===== src/core/flash_seq_regs.svh =====
// Purpose: Offsets, fields, reset values and counts for the flash host
// Assumes: Byte addresses on a 32-bit classic Wishbone bus
// Notes:   Device register indices select the device's own port
`ifndef FLASH_SEQ_REGS_SVH
`define FLASH_SEQ_REGS_SVH

// Software register byte offsets
`define FS_OFS_CTRL       8'h00
`define FS_OFS_BLOCK      8'h04
`define FS_OFS_PADDR      8'h08
`define FS_OFS_PDATA      8'h0C
`define FS_OFS_STATUS     8'h10
`define FS_OFS_IRQ_STAT   8'h14
`define FS_OFS_IRQ_MASK   8'h18

// Control register fields
`define FS_CTRL_GO_BIT    7
`define FS_CTRL_OP_LSB    0
`define FS_CTRL_OP_W      3

// Status register fields
`define FS_ST_RUNNING     0
`define FS_ST_VERIFY_OK   1
`define FS_ST_CF_BUSY     2
`define FS_ST_EX_BUSY     3
`define FS_ST_CODE_MODE   4
`define FS_ST_DATA_MODE   5
`define FS_ST_ACCESS_ON   6

// Interrupt status and mask fields
`define FS_IRQ_DONE       0
`define FS_IRQ_REFUSED    1
`define FS_IRQ_W          2

// Reset values
`define FS_RST_OP         3'h0
`define FS_RST_BLOCK      10'h000
`define FS_RST_PADDR      24'h00_0000
`define FS_RST_PDATA      32'h0000_0000
`define FS_RST_IRQ        2'h0

// Device register indices on the device port
`define FS_DEV_AREA       4'h0
`define FS_DEV_SA_LO      4'h1
`define FS_DEV_SA_HI      4'h2
`define FS_DEV_EA_LO      4'h3
`define FS_DEV_EA_HI      4'h4
`define FS_DEV_WD_LO      4'h5
`define FS_DEV_WD_HI      4'h6
`define FS_DEV_CMD        4'h7

// Device register values and fields
`define FS_AREA_USER      16'h0000
`define FS_EXTRA_BIT      0
`define FS_GO_BIT         7
`define FS_MODE_CHG_BIT   3
`define FS_BLOCK_BYTES    24'h00_0400
`define FS_CF_BLK_W       10
`define FS_DF_BLK_W       6
`define FS_CF_BLK_MAX     10'h1FF
`define FS_DF_BLK_MAX     6'h3F

// Timing counts
`define FS_START_WAIT     64
`define FS_LOAD_LAST      3'h5

`endif


===== src/core/flash_seq_pkg.sv =====
// Purpose: Types shared by the flash host modules
// Assumes: Constants live in flash_seq_regs.svh
// Notes:   One-hot state codes written out
package flash_seq_pkg;

	typedef enum logic [2:0] {
		OP_NONE   = 3'h0,
		OP_WRITE  = 3'h1,
		OP_VERIFY = 3'h2,
		OP_BLANK  = 3'h3,
		OP_ERASE  = 3'h4
	} op_t;

	typedef enum logic [4:0] {
		ST_IDLE     = 5'h01,
		ST_CHECK    = 5'h02,
		ST_LOAD     = 5'h04,
		ST_WAIT_GO  = 5'h08,
		ST_WAIT_END = 5'h10
	} state_t;

endpackage : flash_seq_pkg


===== src/core/flash_area_host.sv =====
// Purpose: Host that issues code/data flash sequencer commands
// Assumes: Device registers reached by index on DEV_SEL/DEV_WDATA/DEV_WR
// Notes:   Software orders arrive over classic Wishbone
// How it works
// - Verify range derived from block, both pairs
// - Erase range derived from block, both pairs
// - Code block uses ten low bits
// - Data block uses six low bits
// - Verify block must be zero to 511
// - Erase block must be zero to 63
// - Verify once, only right after writing
// - Erase only with data access enabled
// - No command while either sequencer busy
// - Verify only in code programming mode
// - Erase only in data programming mode
`timescale 1ns/100ps
`include "flash_seq_regs.svh"
module flash_area_host #(
	parameter int          CF_BLOCKS  = 512,
	parameter int          DF_BLOCKS  = 64,
	parameter logic [23:0] DF_BASE    = 24'h10_0000,
	parameter int          START_WAIT = `FS_START_WAIT
) (
	input  wire logic        MCLK,
	input  wire logic        RST,
	input  wire logic        CE,
	input  wire logic [7:0]  WB_ADR_I,
	input  wire logic [31:0] WB_DAT_I,
	output logic      [31:0] WB_DAT_O,
	input  wire logic        WB_WE_I,
	input  wire logic [3:0]  WB_SEL_I,
	input  wire logic        WB_CYC_I,
	input  wire logic        WB_STB_I,
	output logic             WB_ACK_O,
	output logic             IRQ,
	output logic      [3:0]  DEV_SEL,
	output logic      [15:0] DEV_WDATA,
	output logic             DEV_WR,
	input  wire logic        DEV_CF_BUSY,
	input  wire logic        DEV_EX_BUSY,
	input  wire logic        DEV_CODE_MODE,
	input  wire logic        DEV_DATA_MODE,
	input  wire logic        DEV_ACCESS_ON
);
	flash_seq_pkg::state_t state_ff;
	flash_seq_pkg::op_t    op_ff;
	flash_seq_pkg::op_t    run_op_ff;
	logic [9:0]                 block_ff;
	logic [23:0]                paddr_ff;
	logic [31:0]                pdata_ff;
	logic [`FS_IRQ_W-1:0]       irq_stat_ff;
	logic [`FS_IRQ_W-1:0]       irq_mask_ff;
	logic                       ack_ff;
	logic [31:0]                dat_ff;
	logic [23:0]                sa_ff;
	logic [23:0]                ea_ff;
	logic [2:0]                 step_ff;
	logic [15:0]                wait_ff;
	logic                       verify_ok_ff;
	logic [9:0]                 last_blk_ff;
	logic [3:0]                 dev_sel_ff;
	logic [15:0]                dev_wdata_ff;
	logic                       dev_wr_ff;
	logic [4:0]                 pins_s;
	logic                       cf_busy_s;
	logic                       ex_busy_s;
	logic                       code_mode_s;
	logic                       data_mode_s;
	logic                       access_on_s;
	logic                       wr_en;
	logic [31:0]                wmask;
	logic [31:0]                rd_mux;
	logic                       go_req;
	logic                       idle;
	logic                       accept;
	logic                       refuse;
	logic                       done_evt;
	logic                       is_data_op;
	logic [23:0]                calc_sa;
	logic [23:0]                calc_ea;
	logic [7:0]                 cmd_byte;
	logic [`FS_IRQ_W-1:0]       irq_set;
	logic [31:0]                ctrl_new;

	initial begin
		if (CF_BLOCKS < 1 || CF_BLOCKS > 512 || DF_BLOCKS < 1 ||
		    DF_BLOCKS > 64 || START_WAIT < 2 || START_WAIT > 65535)
			$error("flash_area_host parameters out of range");
	end

	// Device status pins come from another clock domain
	sync_pair #(.W(5)) u_sync (
		.MCLK(MCLK),
		.RST (RST),
		.CE  (CE),
		.D   ({DEV_ACCESS_ON, DEV_DATA_MODE, DEV_CODE_MODE,
		        DEV_EX_BUSY, DEV_CF_BUSY}),
		.Q   (pins_s)
	);
	assign cf_busy_s   = pins_s[0];
	assign ex_busy_s   = pins_s[1];
	assign code_mode_s = pins_s[2];
	assign data_mode_s = pins_s[3];
	assign access_on_s = pins_s[4];

	assign is_data_op = (op_ff == flash_seq_pkg::OP_ERASE);

	block_range #(.DF_BASE(DF_BASE)) u_range (
		.is_data   (is_data_op),
		.block     (block_ff),
		.start_addr(calc_sa),
		.end_addr  (calc_ea)
	);

	// Bus write lands at the edge where the master sees ack
	assign wr_en = ack_ff && WB_CYC_I && WB_STB_I && WB_WE_I;
	assign wmask = {{8{WB_SEL_I[3]}}, {8{WB_SEL_I[2]}},
	                {8{WB_SEL_I[1]}}, {8{WB_SEL_I[0]}}};
	assign ctrl_new = (WB_DAT_I & wmask) |
	                  ({24'h00_0000, 5'h00, op_ff} & ~wmask);
	assign go_req = wr_en && (WB_ADR_I == `FS_OFS_CTRL) &&
	                WB_SEL_I[0] && WB_DAT_I[`FS_CTRL_GO_BIT];
	assign idle   = (state_ff == flash_seq_pkg::ST_IDLE);

	always_comb begin
		rd_mux = 32'h0000_0000;
		case (WB_ADR_I)
			`FS_OFS_CTRL:     rd_mux[2:0] = op_ff;
			`FS_OFS_BLOCK:    rd_mux[9:0] = block_ff;
			`FS_OFS_PADDR:    rd_mux[23:0] = paddr_ff;
			`FS_OFS_PDATA:    rd_mux = pdata_ff;
			`FS_OFS_STATUS: begin
				rd_mux[`FS_ST_RUNNING]   = !idle;
				rd_mux[`FS_ST_VERIFY_OK] = verify_ok_ff;
				rd_mux[`FS_ST_CF_BUSY]   = cf_busy_s;
				rd_mux[`FS_ST_EX_BUSY]   = ex_busy_s;
				rd_mux[`FS_ST_CODE_MODE] = code_mode_s;
				rd_mux[`FS_ST_DATA_MODE] = data_mode_s;
				rd_mux[`FS_ST_ACCESS_ON] = access_on_s;
			end
			`FS_OFS_IRQ_STAT: rd_mux[`FS_IRQ_W-1:0] = irq_stat_ff;
			`FS_OFS_IRQ_MASK: rd_mux[`FS_IRQ_W-1:0] = irq_mask_ff;
			default:          rd_mux = 32'h0000_0000;
		endcase
	end

	// Slave answers one cycle after the request, unmapped reads zero
	always_ff @(posedge MCLK or posedge RST) begin
		if (RST) begin
			ack_ff <= 1'b0;
			dat_ff <= 32'h0000_0000;
		end else if (CE) begin
			ack_ff <= WB_CYC_I && WB_STB_I && !ack_ff;
			if (WB_CYC_I && WB_STB_I && !ack_ff)
				dat_ff <= rd_mux;
		end
	end

	// Command setup registers are frozen while a command runs
	always_ff @(posedge MCLK or posedge RST) begin
		if (RST) begin
			op_ff    <= flash_seq_pkg::op_t'(`FS_RST_OP);
			block_ff <= `FS_RST_BLOCK;
			paddr_ff <= `FS_RST_PADDR;
			pdata_ff <= `FS_RST_PDATA;
		end else if (CE && wr_en && idle) begin
			case (WB_ADR_I)
				`FS_OFS_CTRL:
					op_ff <= flash_seq_pkg::op_t'(ctrl_new[2:0]);
				`FS_OFS_BLOCK:
					block_ff <= WB_DAT_I[9:0] & wmask[9:0];
				`FS_OFS_PADDR:
					paddr_ff <= (WB_DAT_I[23:0] & wmask[23:0]) |
					            (paddr_ff & ~wmask[23:0]);
				`FS_OFS_PDATA:
					pdata_ff <= (WB_DAT_I & wmask) | (pdata_ff & ~wmask);
				default: ;
			endcase
		end
	end

	// Precondition check on the synchronised device state
	always_comb begin
		accept = 1'b0;
		if (!cf_busy_s && !ex_busy_s) begin
			case (op_ff)
				flash_seq_pkg::OP_WRITE:
					accept = code_mode_s || (data_mode_s && access_on_s);
				flash_seq_pkg::OP_VERIFY:
					accept = code_mode_s &&
					         block_ff <= `FS_CF_BLK_MAX &&
					         32'(block_ff) < CF_BLOCKS &&
					         verify_ok_ff && block_ff == last_blk_ff;
				flash_seq_pkg::OP_BLANK:
					accept = code_mode_s && 32'(block_ff) < CF_BLOCKS;
				flash_seq_pkg::OP_ERASE:
					accept = data_mode_s && access_on_s &&
					         block_ff[9:6] == 4'h0 &&
					         32'(block_ff[5:0]) < DF_BLOCKS;
				default:
					accept = 1'b0;
			endcase
		end
	end

	assign refuse = (go_req && !idle) ||
	                (state_ff == flash_seq_pkg::ST_CHECK && !accept);
	assign done_evt = (state_ff == flash_seq_pkg::ST_WAIT_END &&
	                   !cf_busy_s) ||
	                  (state_ff == flash_seq_pkg::ST_WAIT_GO && !cf_busy_s &&
	                   32'(wait_ff) == START_WAIT - 1);

	// Command byte: go bit, mode change clear, op field
	assign cmd_byte = {1'b1, 4'h0, run_op_ff};

	always_ff @(posedge MCLK or posedge RST) begin
		if (RST) begin
			state_ff  <= flash_seq_pkg::ST_IDLE;
			run_op_ff <= flash_seq_pkg::OP_NONE;
			sa_ff     <= 24'h00_0000;
			ea_ff     <= 24'h00_0000;
			step_ff   <= 3'h0;
			wait_ff   <= 16'h0000;
		end else if (CE) begin
			case (state_ff)
				flash_seq_pkg::ST_IDLE: begin
					if (go_req)
						state_ff <= flash_seq_pkg::ST_CHECK;
				end
				flash_seq_pkg::ST_CHECK: begin
					run_op_ff <= op_ff;
					step_ff   <= 3'h0;
					sa_ff     <= (op_ff == flash_seq_pkg::OP_WRITE) ?
					             paddr_ff : calc_sa;
					ea_ff     <= calc_ea;
					state_ff  <= accept ? flash_seq_pkg::ST_LOAD :
					                      flash_seq_pkg::ST_IDLE;
				end
				flash_seq_pkg::ST_LOAD: begin
					step_ff <= step_ff + 3'h1;
					wait_ff <= 16'h0000;
					if (step_ff == `FS_LOAD_LAST)
						state_ff <= flash_seq_pkg::ST_WAIT_GO;
				end
				flash_seq_pkg::ST_WAIT_GO: begin
					// A fast device may finish before busy is ever seen
					wait_ff <= wait_ff + 16'h0001;
					if (cf_busy_s)
						state_ff <= flash_seq_pkg::ST_WAIT_END;
					else if (done_evt)
						state_ff <= flash_seq_pkg::ST_IDLE;
				end
				flash_seq_pkg::ST_WAIT_END: begin
					if (done_evt)
						state_ff <= flash_seq_pkg::ST_IDLE;
				end
				default: state_ff <= flash_seq_pkg::ST_IDLE;
			endcase
		end
	end

	// One device register write per load step
	always_ff @(posedge MCLK or posedge RST) begin
		if (RST) begin
			dev_sel_ff   <= `FS_DEV_AREA;
			dev_wdata_ff <= 16'h0000;
			dev_wr_ff    <= 1'b0;
		end else if (CE) begin
			dev_wr_ff <= (state_ff == flash_seq_pkg::ST_LOAD);
			case (step_ff)
				3'h0: begin
					dev_sel_ff   <= `FS_DEV_AREA;
					dev_wdata_ff <= `FS_AREA_USER;
				end
				3'h1: begin
					dev_sel_ff   <= `FS_DEV_SA_LO;
					dev_wdata_ff <= sa_ff[15:0];
				end
				3'h2: begin
					dev_sel_ff   <= `FS_DEV_SA_HI;
					dev_wdata_ff <= {8'h00, sa_ff[23:16]};
				end
				3'h3: begin
					// Program sends data in place of the end address
					if (run_op_ff == flash_seq_pkg::OP_WRITE) begin
						dev_sel_ff   <= `FS_DEV_WD_LO;
						dev_wdata_ff <= pdata_ff[15:0];
					end else begin
						dev_sel_ff   <= `FS_DEV_EA_LO;
						dev_wdata_ff <= ea_ff[15:0];
					end
				end
				3'h4: begin
					if (run_op_ff == flash_seq_pkg::OP_WRITE) begin
						dev_sel_ff   <= `FS_DEV_WD_HI;
						dev_wdata_ff <= pdata_ff[31:16];
					end else begin
						dev_sel_ff   <= `FS_DEV_EA_HI;
						dev_wdata_ff <= {8'h00, ea_ff[23:16]};
					end
				end
				default: begin
					dev_sel_ff   <= `FS_DEV_CMD;
					dev_wdata_ff <= {8'h00, cmd_byte};
				end
			endcase
		end
	end

	// Verify is allowed once, on the block most recently programmed
	always_ff @(posedge MCLK or posedge RST) begin
		if (RST) begin
			verify_ok_ff <= 1'b0;
			last_blk_ff  <= 10'h000;
		end else if (CE) begin
			if (done_evt && run_op_ff == flash_seq_pkg::OP_WRITE &&
			    sa_ff < DF_BASE) begin
				verify_ok_ff <= 1'b1;
				last_blk_ff  <= sa_ff[19:10];
			end else if (state_ff == flash_seq_pkg::ST_CHECK && accept &&
			             op_ff != flash_seq_pkg::OP_WRITE) begin
				verify_ok_ff <= 1'b0;
			end
		end
	end

	// Sticky events, set wins over a write-one clear
	assign irq_set = {refuse, done_evt};
	always_ff @(posedge MCLK or posedge RST) begin
		if (RST) begin
			irq_stat_ff <= `FS_RST_IRQ;
			irq_mask_ff <= `FS_RST_IRQ;
		end else if (CE) begin
			if (wr_en && WB_ADR_I == `FS_OFS_IRQ_STAT && WB_SEL_I[0])
				irq_stat_ff <= (irq_stat_ff & ~WB_DAT_I[`FS_IRQ_W-1:0]) |
				               irq_set;
			else
				irq_stat_ff <= irq_stat_ff | irq_set;
			if (wr_en && WB_ADR_I == `FS_OFS_IRQ_MASK && WB_SEL_I[0])
				irq_mask_ff <= WB_DAT_I[`FS_IRQ_W-1:0];
		end
	end

	assign WB_ACK_O  = ack_ff;
	assign WB_DAT_O  = dat_ff;
	assign IRQ       = |(irq_stat_ff & irq_mask_ff);
	assign DEV_SEL   = dev_sel_ff;
	assign DEV_WDATA = dev_wdata_ff;
	assign DEV_WR    = dev_wr_ff;
endmodule : flash_area_host


===== src/core/sync_pair.sv =====
// Purpose: Two-flop synchroniser for device status pins
// Assumes: Inputs are levels from outside the MCLK domain
// Notes:   First stage is read by the second stage only
`timescale 1ns/100ps
module sync_pair #(
	parameter int W = 1
) (
	input  wire logic         MCLK,
	input  wire logic         RST,
	input  wire logic         CE,
	input  wire logic [W-1:0] D,
	output logic      [W-1:0] Q
);
	logic [W-1:0] meta_ff;
	logic [W-1:0] hold_ff;

	initial begin
		if (W < 1)
			$error("sync_pair width must be at least one");
	end

	always_ff @(posedge MCLK or posedge RST) begin
		if (RST) begin
			meta_ff <= '0;
			hold_ff <= '0;
		end else if (CE) begin
			meta_ff <= D;
			hold_ff <= meta_ff;
		end
	end

	assign Q = hold_ff;
endmodule : sync_pair


===== src/core/block_range.sv =====
// Purpose: Start and end address of one 1024-byte flash block
// Assumes: Code flash starts at zero, data flash at a base parameter
// Notes:   Block number bits above the used width are ignored
`timescale 1ns/100ps
`include "flash_seq_regs.svh"
module block_range #(
	parameter logic [23:0] DF_BASE = 24'h10_0000
) (
	input  wire logic        is_data,
	input  wire logic [9:0]  block,
	output logic      [23:0] start_addr,
	output logic      [23:0] end_addr
);
	logic [23:0] offset;

	always_comb begin
		if (is_data)
			offset = {8'h00, block[`FS_DF_BLK_W-1:0], 10'h000};
		else
			offset = {4'h0, block[`FS_CF_BLK_W-1:0], 10'h000};
		start_addr = is_data ? DF_BASE + offset : offset;
		end_addr   = start_addr + `FS_BLOCK_BYTES - 24'h00_0001;
	end
endmodule : block_range


===== config.mk =====
export PLATFORM = sky130hd
export DESIGN_NAME = flash_area_host
export DESIGN_NICKNAME = d
export VERILOG_FILES = /design/src/core/flash_seq_pkg.sv /design/src/core/flash_area_host.sv /design/src/core/sync_pair.sv /design/src/core/block_range.sv
export VERILOG_INCLUDE_DIRS = /design/src /design/src/core
export SDC_FILE = /design/constraint.sdc
export NUM_CORES = 1
export LEC_CHECK = 0
export BUFFER_PORTS_ARGS = -buffer_cell sky130_fd_sc_hd__buf_2
export CAP_MARGIN = 15
export CORE_MARGIN = 2
export CORE_UTILIZATION = 46
export CTS_BUF_LIST = sky130_fd_sc_hd__clkbuf_8
export DETAILED_ROUTE_END_ITERATION = 8
export PLACE_DENSITY = 0.75
export SLEW_MARGIN = 20
export SYNTH_ARGS = -nofsm -noshare
export SYNTH_HDL_FRONTEND = slang
export SYNTH_SLANG_ARGS = --single-unit

===== constraint.sdc =====
create_clock -name MCLK -period 7.4 [get_ports MCLK]
set_input_delay 0.37 -clock MCLK [delete_from_list [all_inputs] [get_ports MCLK]]
set_output_delay 0.37 -clock MCLK [all_outputs]
set_load 0.03 [all_outputs]

# After elaboration in Yosys (flattened, before gate mapping)
# Index checks and enable logic that the tools add are counted.
# op_classes
n_eq_ne	26
add_sub_neg	5
n_reduce_logical	58
muxes	28
n_lt_le_gt_ge	3
bitwise	16
# op_table
op	count
16-bit one-hot mux with 5 select lines	1
32-bit bitwise AND	2
24-bit bitwise AND	2
24-bit 2-to-1 mux	2
16-bit 2-to-1 mux	2
32-bit NOT	1
32-bit bitwise OR	1
16-bit one-hot mux with 2 select lines	1
1-bit logical AND	31
14-bit one-hot mux with 2 select lines	1
5-bit one-hot mux with 5 select lines	1
24-bit by 11-bit adder with 24-bit output, second input constant	1
8-bit by 5-bit == test with 1-bit output, second input constant	3
24-bit by 21-bit less-than comparator with 1-bit output, second input constant	1
24-bit NOT	1
24-bit bitwise OR	1
24-bit by 1-bit subtractor with 24-bit output, second input constant	1
21-bit by 20-bit adder with 22-bit output, first input constant	1
2-bit AND reduction	11
20-bit 2-to-1 mux	1
5-bit 2-to-1 mux	4
16-bit by 1-bit adder with 16-bit output, second input constant	1
16-bit by 6-bit == test with 1-bit output, second input constant	1
8-bit by 4-bit == test with 1-bit output, second input constant	2
other kinds (40)	62
# totals
output_inout_bits	55
register_bits	223
inputBits	55
wordCells	157

# Logic depth before layout (Yosys ltp)
# logic_depth
depth_word	12
depth_mapped	9
mapped_depth_nobuf	7

# Modules after synthesis
# Synthesis repeated with hierarchy kept, for this count alone.
# hier_totals
hier_cells	963
hier_area_um2	10816.6
# by_module_without_submodules
mod	cells_each	area_per_inst_um2	seq_area_each_um2	instances
flash_area_host	891	10038.4	5306.3	1
sync_pair	22	415.4	250.2	1
block_range	50	362.8	0.0	1

# Least setup slack after synthesis
# Ideal clock, no wire load.
# synth_timing
path_type	reg-to-reg
start	reg state_ff[4]
end	reg last_blk_ff[0]
path_stages_with_launch	8
t_required_ns	7.275
n_path_buf	2
arrival_ns	2.114
period_less_slack_ns	2.240
path_slack_ns	5.160
setup_ns	0.125
path_cell_list	dfrtp_1 buf_4 or3_4 or3b_4 o31ai_4 nand4_2 buf_6 mux2_4
# synth_between
elab_chain_cells	7
word_cells_on_any_way	9
cone_classes	2 x eq/ne; 7 x reduce/logical
# synth_lines
item	line	rtl
start, declared	flash_area_host.sv:45	flash_seq_pkg::state_t state_ff;
start signal, assigned	flash_area_host.sv:218	state_ff <= flash_seq_pkg::ST_IDLE;
start signal, assigned	flash_area_host.sv:228	state_ff <= flash_seq_pkg::ST_CHECK;
start signal, assigned	flash_area_host.sv:236	state_ff <= accept ? flash_seq_pkg::ST_LOAD :
5-bit by 4-bit == test with 1-bit output	flash_area_host.sv:210	(state_ff == flash_seq_pkg::ST_WAIT_GO && !cf_busy_s &&
1-bit logical AND (2 in a row)	flash_area_host.sv:210	
1-bit logical OR (*)	flash_area_host.sv:209	!cf_busy_s) ||
1-bit logical AND (*) (2 in a row)	flash_area_host.sv:316	if (done_evt && run_op_ff == flash_seq_pkg::OP_WRITE &&
2-bit AND reduction (no line) (*)	n/a	
end signal, assigned	flash_area_host.sv:319	last_blk_ff <= sa_ff[19:10];
end, declared	flash_area_host.sv:60	logic [9:0] last_blk_ff;
# Every way passes the cells marked *; elsewhere a longest branch is shown, timed or not.
# A chain may end at the register's enable or synchronous reset.

# Final worst setup path
# layout_timing
start	reg run_op_ff[2]
end	reg dev_wdata_ff[6] (netlist: DEV_WDATA[6])
# layout_between
elab_chain_cells	3
word_cells_on_any_way	4
cone_classes	1 x eq/ne; 3 x mux
# layout_lines
item	line	rtl
start, declared	flash_area_host.sv:47	flash_seq_pkg::op_t run_op_ff;
start signal, assigned	flash_area_host.sv:219	run_op_ff <= flash_seq_pkg::OP_NONE;
start signal, assigned	flash_area_host.sv:231	run_op_ff <= op_ff;
3-bit by 1-bit == test with 1-bit output (*)	flash_area_host.sv:285, flash_area_host.sv:294	
16-bit 2-to-1 mux (on tied branches)	flash_area_host.sv:294, flash_area_host.sv:285	
16-bit one-hot mux with 5 select lines (*)	flash_area_host.sv:270	case (step_ff)
end signal, assigned	flash_area_host.sv:273	dev_wdata_ff <= `FS_AREA_USER;
end signal, assigned	flash_area_host.sv:287	dev_wdata_ff <= pdata_ff[15:0];
end signal, assigned	flash_area_host.sv:296	dev_wdata_ff <= pdata_ff[31:16];
end, declared	flash_area_host.sv:62	logic [15:0] dev_wdata_ff;
# Marks and branches as above.

==> results.md <==
- Status: finished with violations
- Failing checks: negative hold slack
- Post-Synthesis Cells: 940
- Global-route wire length before repair: about 43000 um
- Fin nets: between 1000 and 1500
- PortBufs: between 100 and 150
- Final WL: 26840 um
- FMAX: 0.3356 GHz
- Pre-antenna DRT Iters: 5
- # IOs: 110
- RSZ-0062 raised after global routing: no
- Most Crowded Layer GR: met2
- Async set or reset register ratio after synthesis: 100.0%
- Hold Slack: -0.01071 ns
- GR Util All Layers: around 25%
- Clock Tree Buf Depth: 3
- Post-CTS Resized: 0
- Clock Pin Slew Worst Setup and Hold Paths: 0.06 ns
- Max VDD drop: 0.0001997 V
- Hold Fails Final Rpt: 2
- Synth Flop Type: dfrtp_1
- M2 GR Usage: a little under two fifths
- CTS Hold Bufs: 0
- Worst slew pin tran: 1.031 ns
- Synth Cell Area: ~9900 um2
- Detail Placement HPWL: roughly 19000 um
- Post-synth cell types: 77
- CTS tree: done
- Setup tns final: 0 ns
- Initial core utilization: about 47%
- Detail Route Antenna Nets: 0
- Initial DRC count: 690
- Area occupied by multi-input gates: 4352 um2
- Placed Cells: 1278
- Sequential fraction of the synthesis area: ~53%
- Total nets after synthesis: 1001
- Die width: 150.5 um
- Largest cells by area after synthesis: dfrtp_1 (53%), mux2_2 (8.3%), nand2_1 (6.8%), o21ai_0 (2.7%), nor2_1 (2.5%)
- Hold Crit Class: primary input to async pin
- Slew margin rel.: a little under a third
- Core area: ~21000 um2
- Max FO, Critical Path: 23
- Startpoint types: flop
- Slew Limit Fails: 0
- Largest net degree at the start of global routing: between 100 and 150
- Vias in the first global route: 7797
- GRT overflow: 0
- Commonest cells in the netlist: dfrtp_1 (209), nand2_1 (180), mux2_2 (73)
- Post-CTS Setup Bufs: 0
- Fillers: 1851
- Via count: 7797
- Clock Sinks: 210
- Flops & latches, synth: 210
- Synthesis-to-finish area growth: 15.01%
- Average cell area after synthesis: between 10 and 15 um2
- Share of layout cells above drive strength 1: between 20% and 30%
- Antenna violations before repair: 0
- Cell type with the highest aggregate area in the netlist: dfrtp_1
- Diodes inserted: 0
- GPL Wtd Cong: 0.9323
- Max Cap Viol: 0
- CP Data Arrival Time: 3.44 ns
- Number of buffers created by CTS: 37
- Clk root buf: clkbuf_8
- Die Ht: 150.5 um
- Met3 usage: 5.667%
- Clock Skew: 0.02226 ns
- Seq. cell area: 5256 um2
- Rows: 53
- H-tree depth: 2
- Most common cell in the netlist: dfrtp_1
- Met1 Usage GRT: 34.67%
- Pwr Density: 220.4 nW/um2
- Endpoints failing setup: 0
- Leakage: ~5.7 nW
- Yosys top cell area share: roughly 53%
- WS Path Type: flop to flop
- Post-synth EDFFs: 0
- Nature of the critical path endpoint: flop
- CP required: slightly below 8 ns
- Final period util: 40.26%
- Synth Warn #: 0
- Cell Count, Final, Fillers Out: 1343
- Post-layout min period: 2.979 ns
- Die ar.: 22640 um2
- Clock latency on the worst-skew pair: 0.54 ns
- Routed len/inst: 19.98 um
- DRC: 0
- Via/cell ratio: 5.806
==> layout by cell type, fill, tap and decap left out, types with 11 or more instances in the layout <==
cell type  Yosys  final
xnor2_1       11     11
dfrtp_1      209    209
a21oi_1       17     17
mux2_2        73     73
nor3_1        15     15
nor2_1        66     65
a222oi_1      12     12
buf_2          1    108
a221oi_1      14     14
inv_1         12     24
nand3_1       28     28
nand2_1      180    180
o21ai_0       54     54
clkbuf_8       0     46
a22oi_1       14     14
mux2i_1       14     14
xor2_1        12     12
==> per-layer routing <==
metal  part of all wire, %  up-vias
li1                      -     3566
met1                    43     3825
met2                    45      352
met3                   8.7       54
met4                   3.1        0
met5                     0        -
==> worst paths after layout <==
path                       slack, ns  cells past startpoint                end           from
max reg2reg                     4.42                      5       DEV_WDATA[6]   run_op_ff[2]
min reg2reg                     0.46                      2       WB_DAT_O[28]   WB_DAT_O[28]
min                            -0.01                      2  u_sync.meta_ff[0]            RST
max                             4.42                      5       DEV_WDATA[6]   run_op_ff[2]
max in group asynchronous       6.04                      3        wait_ff[14]            RST
min in group MCLK               0.06                      2  u_sync.meta_ff[2]  DEV_CODE_MODE
==> final cells by class <==
| type | count | share of cell area, % |
|---|---|---|
| Sequential cell | 210 | 46.31 |
| Multi-Input combinational cell | 662 | 38.34 |
| Clock buffer | 46 | 5.578 |
| Timing Repair Buffer | 118 | 5.456 |
| Tap cell | 275 | 3.031 |
| Clock inverter | 19 | 0.7936 |
| Inverter | 13 | 0.4960 |
==> worst max-delay path: stages (launching register included) <==
cell and delay, ns:
dfrtp_1 0.42, or3b_2 0.73, nor2_1 0.87, a222oi_1 0.30, a211oi_1 0.45, a21o_1 0.13
==> cell families (layout without fill, tap and decap cells) <==
group                    Yosys count  after routing  synth area share, %
AO/OA/AOI/OAI                    171            171                12.22
XOR/XNOR                          23             23                2.041
adder cells (fa/ha/maj)            6              6               0.7606
buffers and inverters             68            196                2.751
flip-flops                       210            210                53.26
multiplexers                      98             98                11.46
other                              1              1              0.03800
AND/OR/NAND/NOR                  363            363                17.47
==> stage by stage <==
step,setup WS [ns],hold WS [ns],total power [mW],util (%),area (um2)
after floorplan,1.294,0.4386,1.392,-,9869
after global placement,4.491,0.4510,1.476,50.51,10620
after detailed placement,4.402,0.4568,1.479,50.54,10620
after CTS,4.530,0.05015,2.524,53.98,11350
after global routing,4.389,0.06103,2.604,54.00,11350
final,4.421,-0.01071,2.502,54.00,11350
==> report_power, final <==
group          switching, mW  total [mW]  internal [mW]
registers             0.0353        1.22           1.18
clock network          0.480        1.04          0.562
logic                  0.159       0.239         0.0798
No activity file was read; power rests on OpenSTA's default activity.
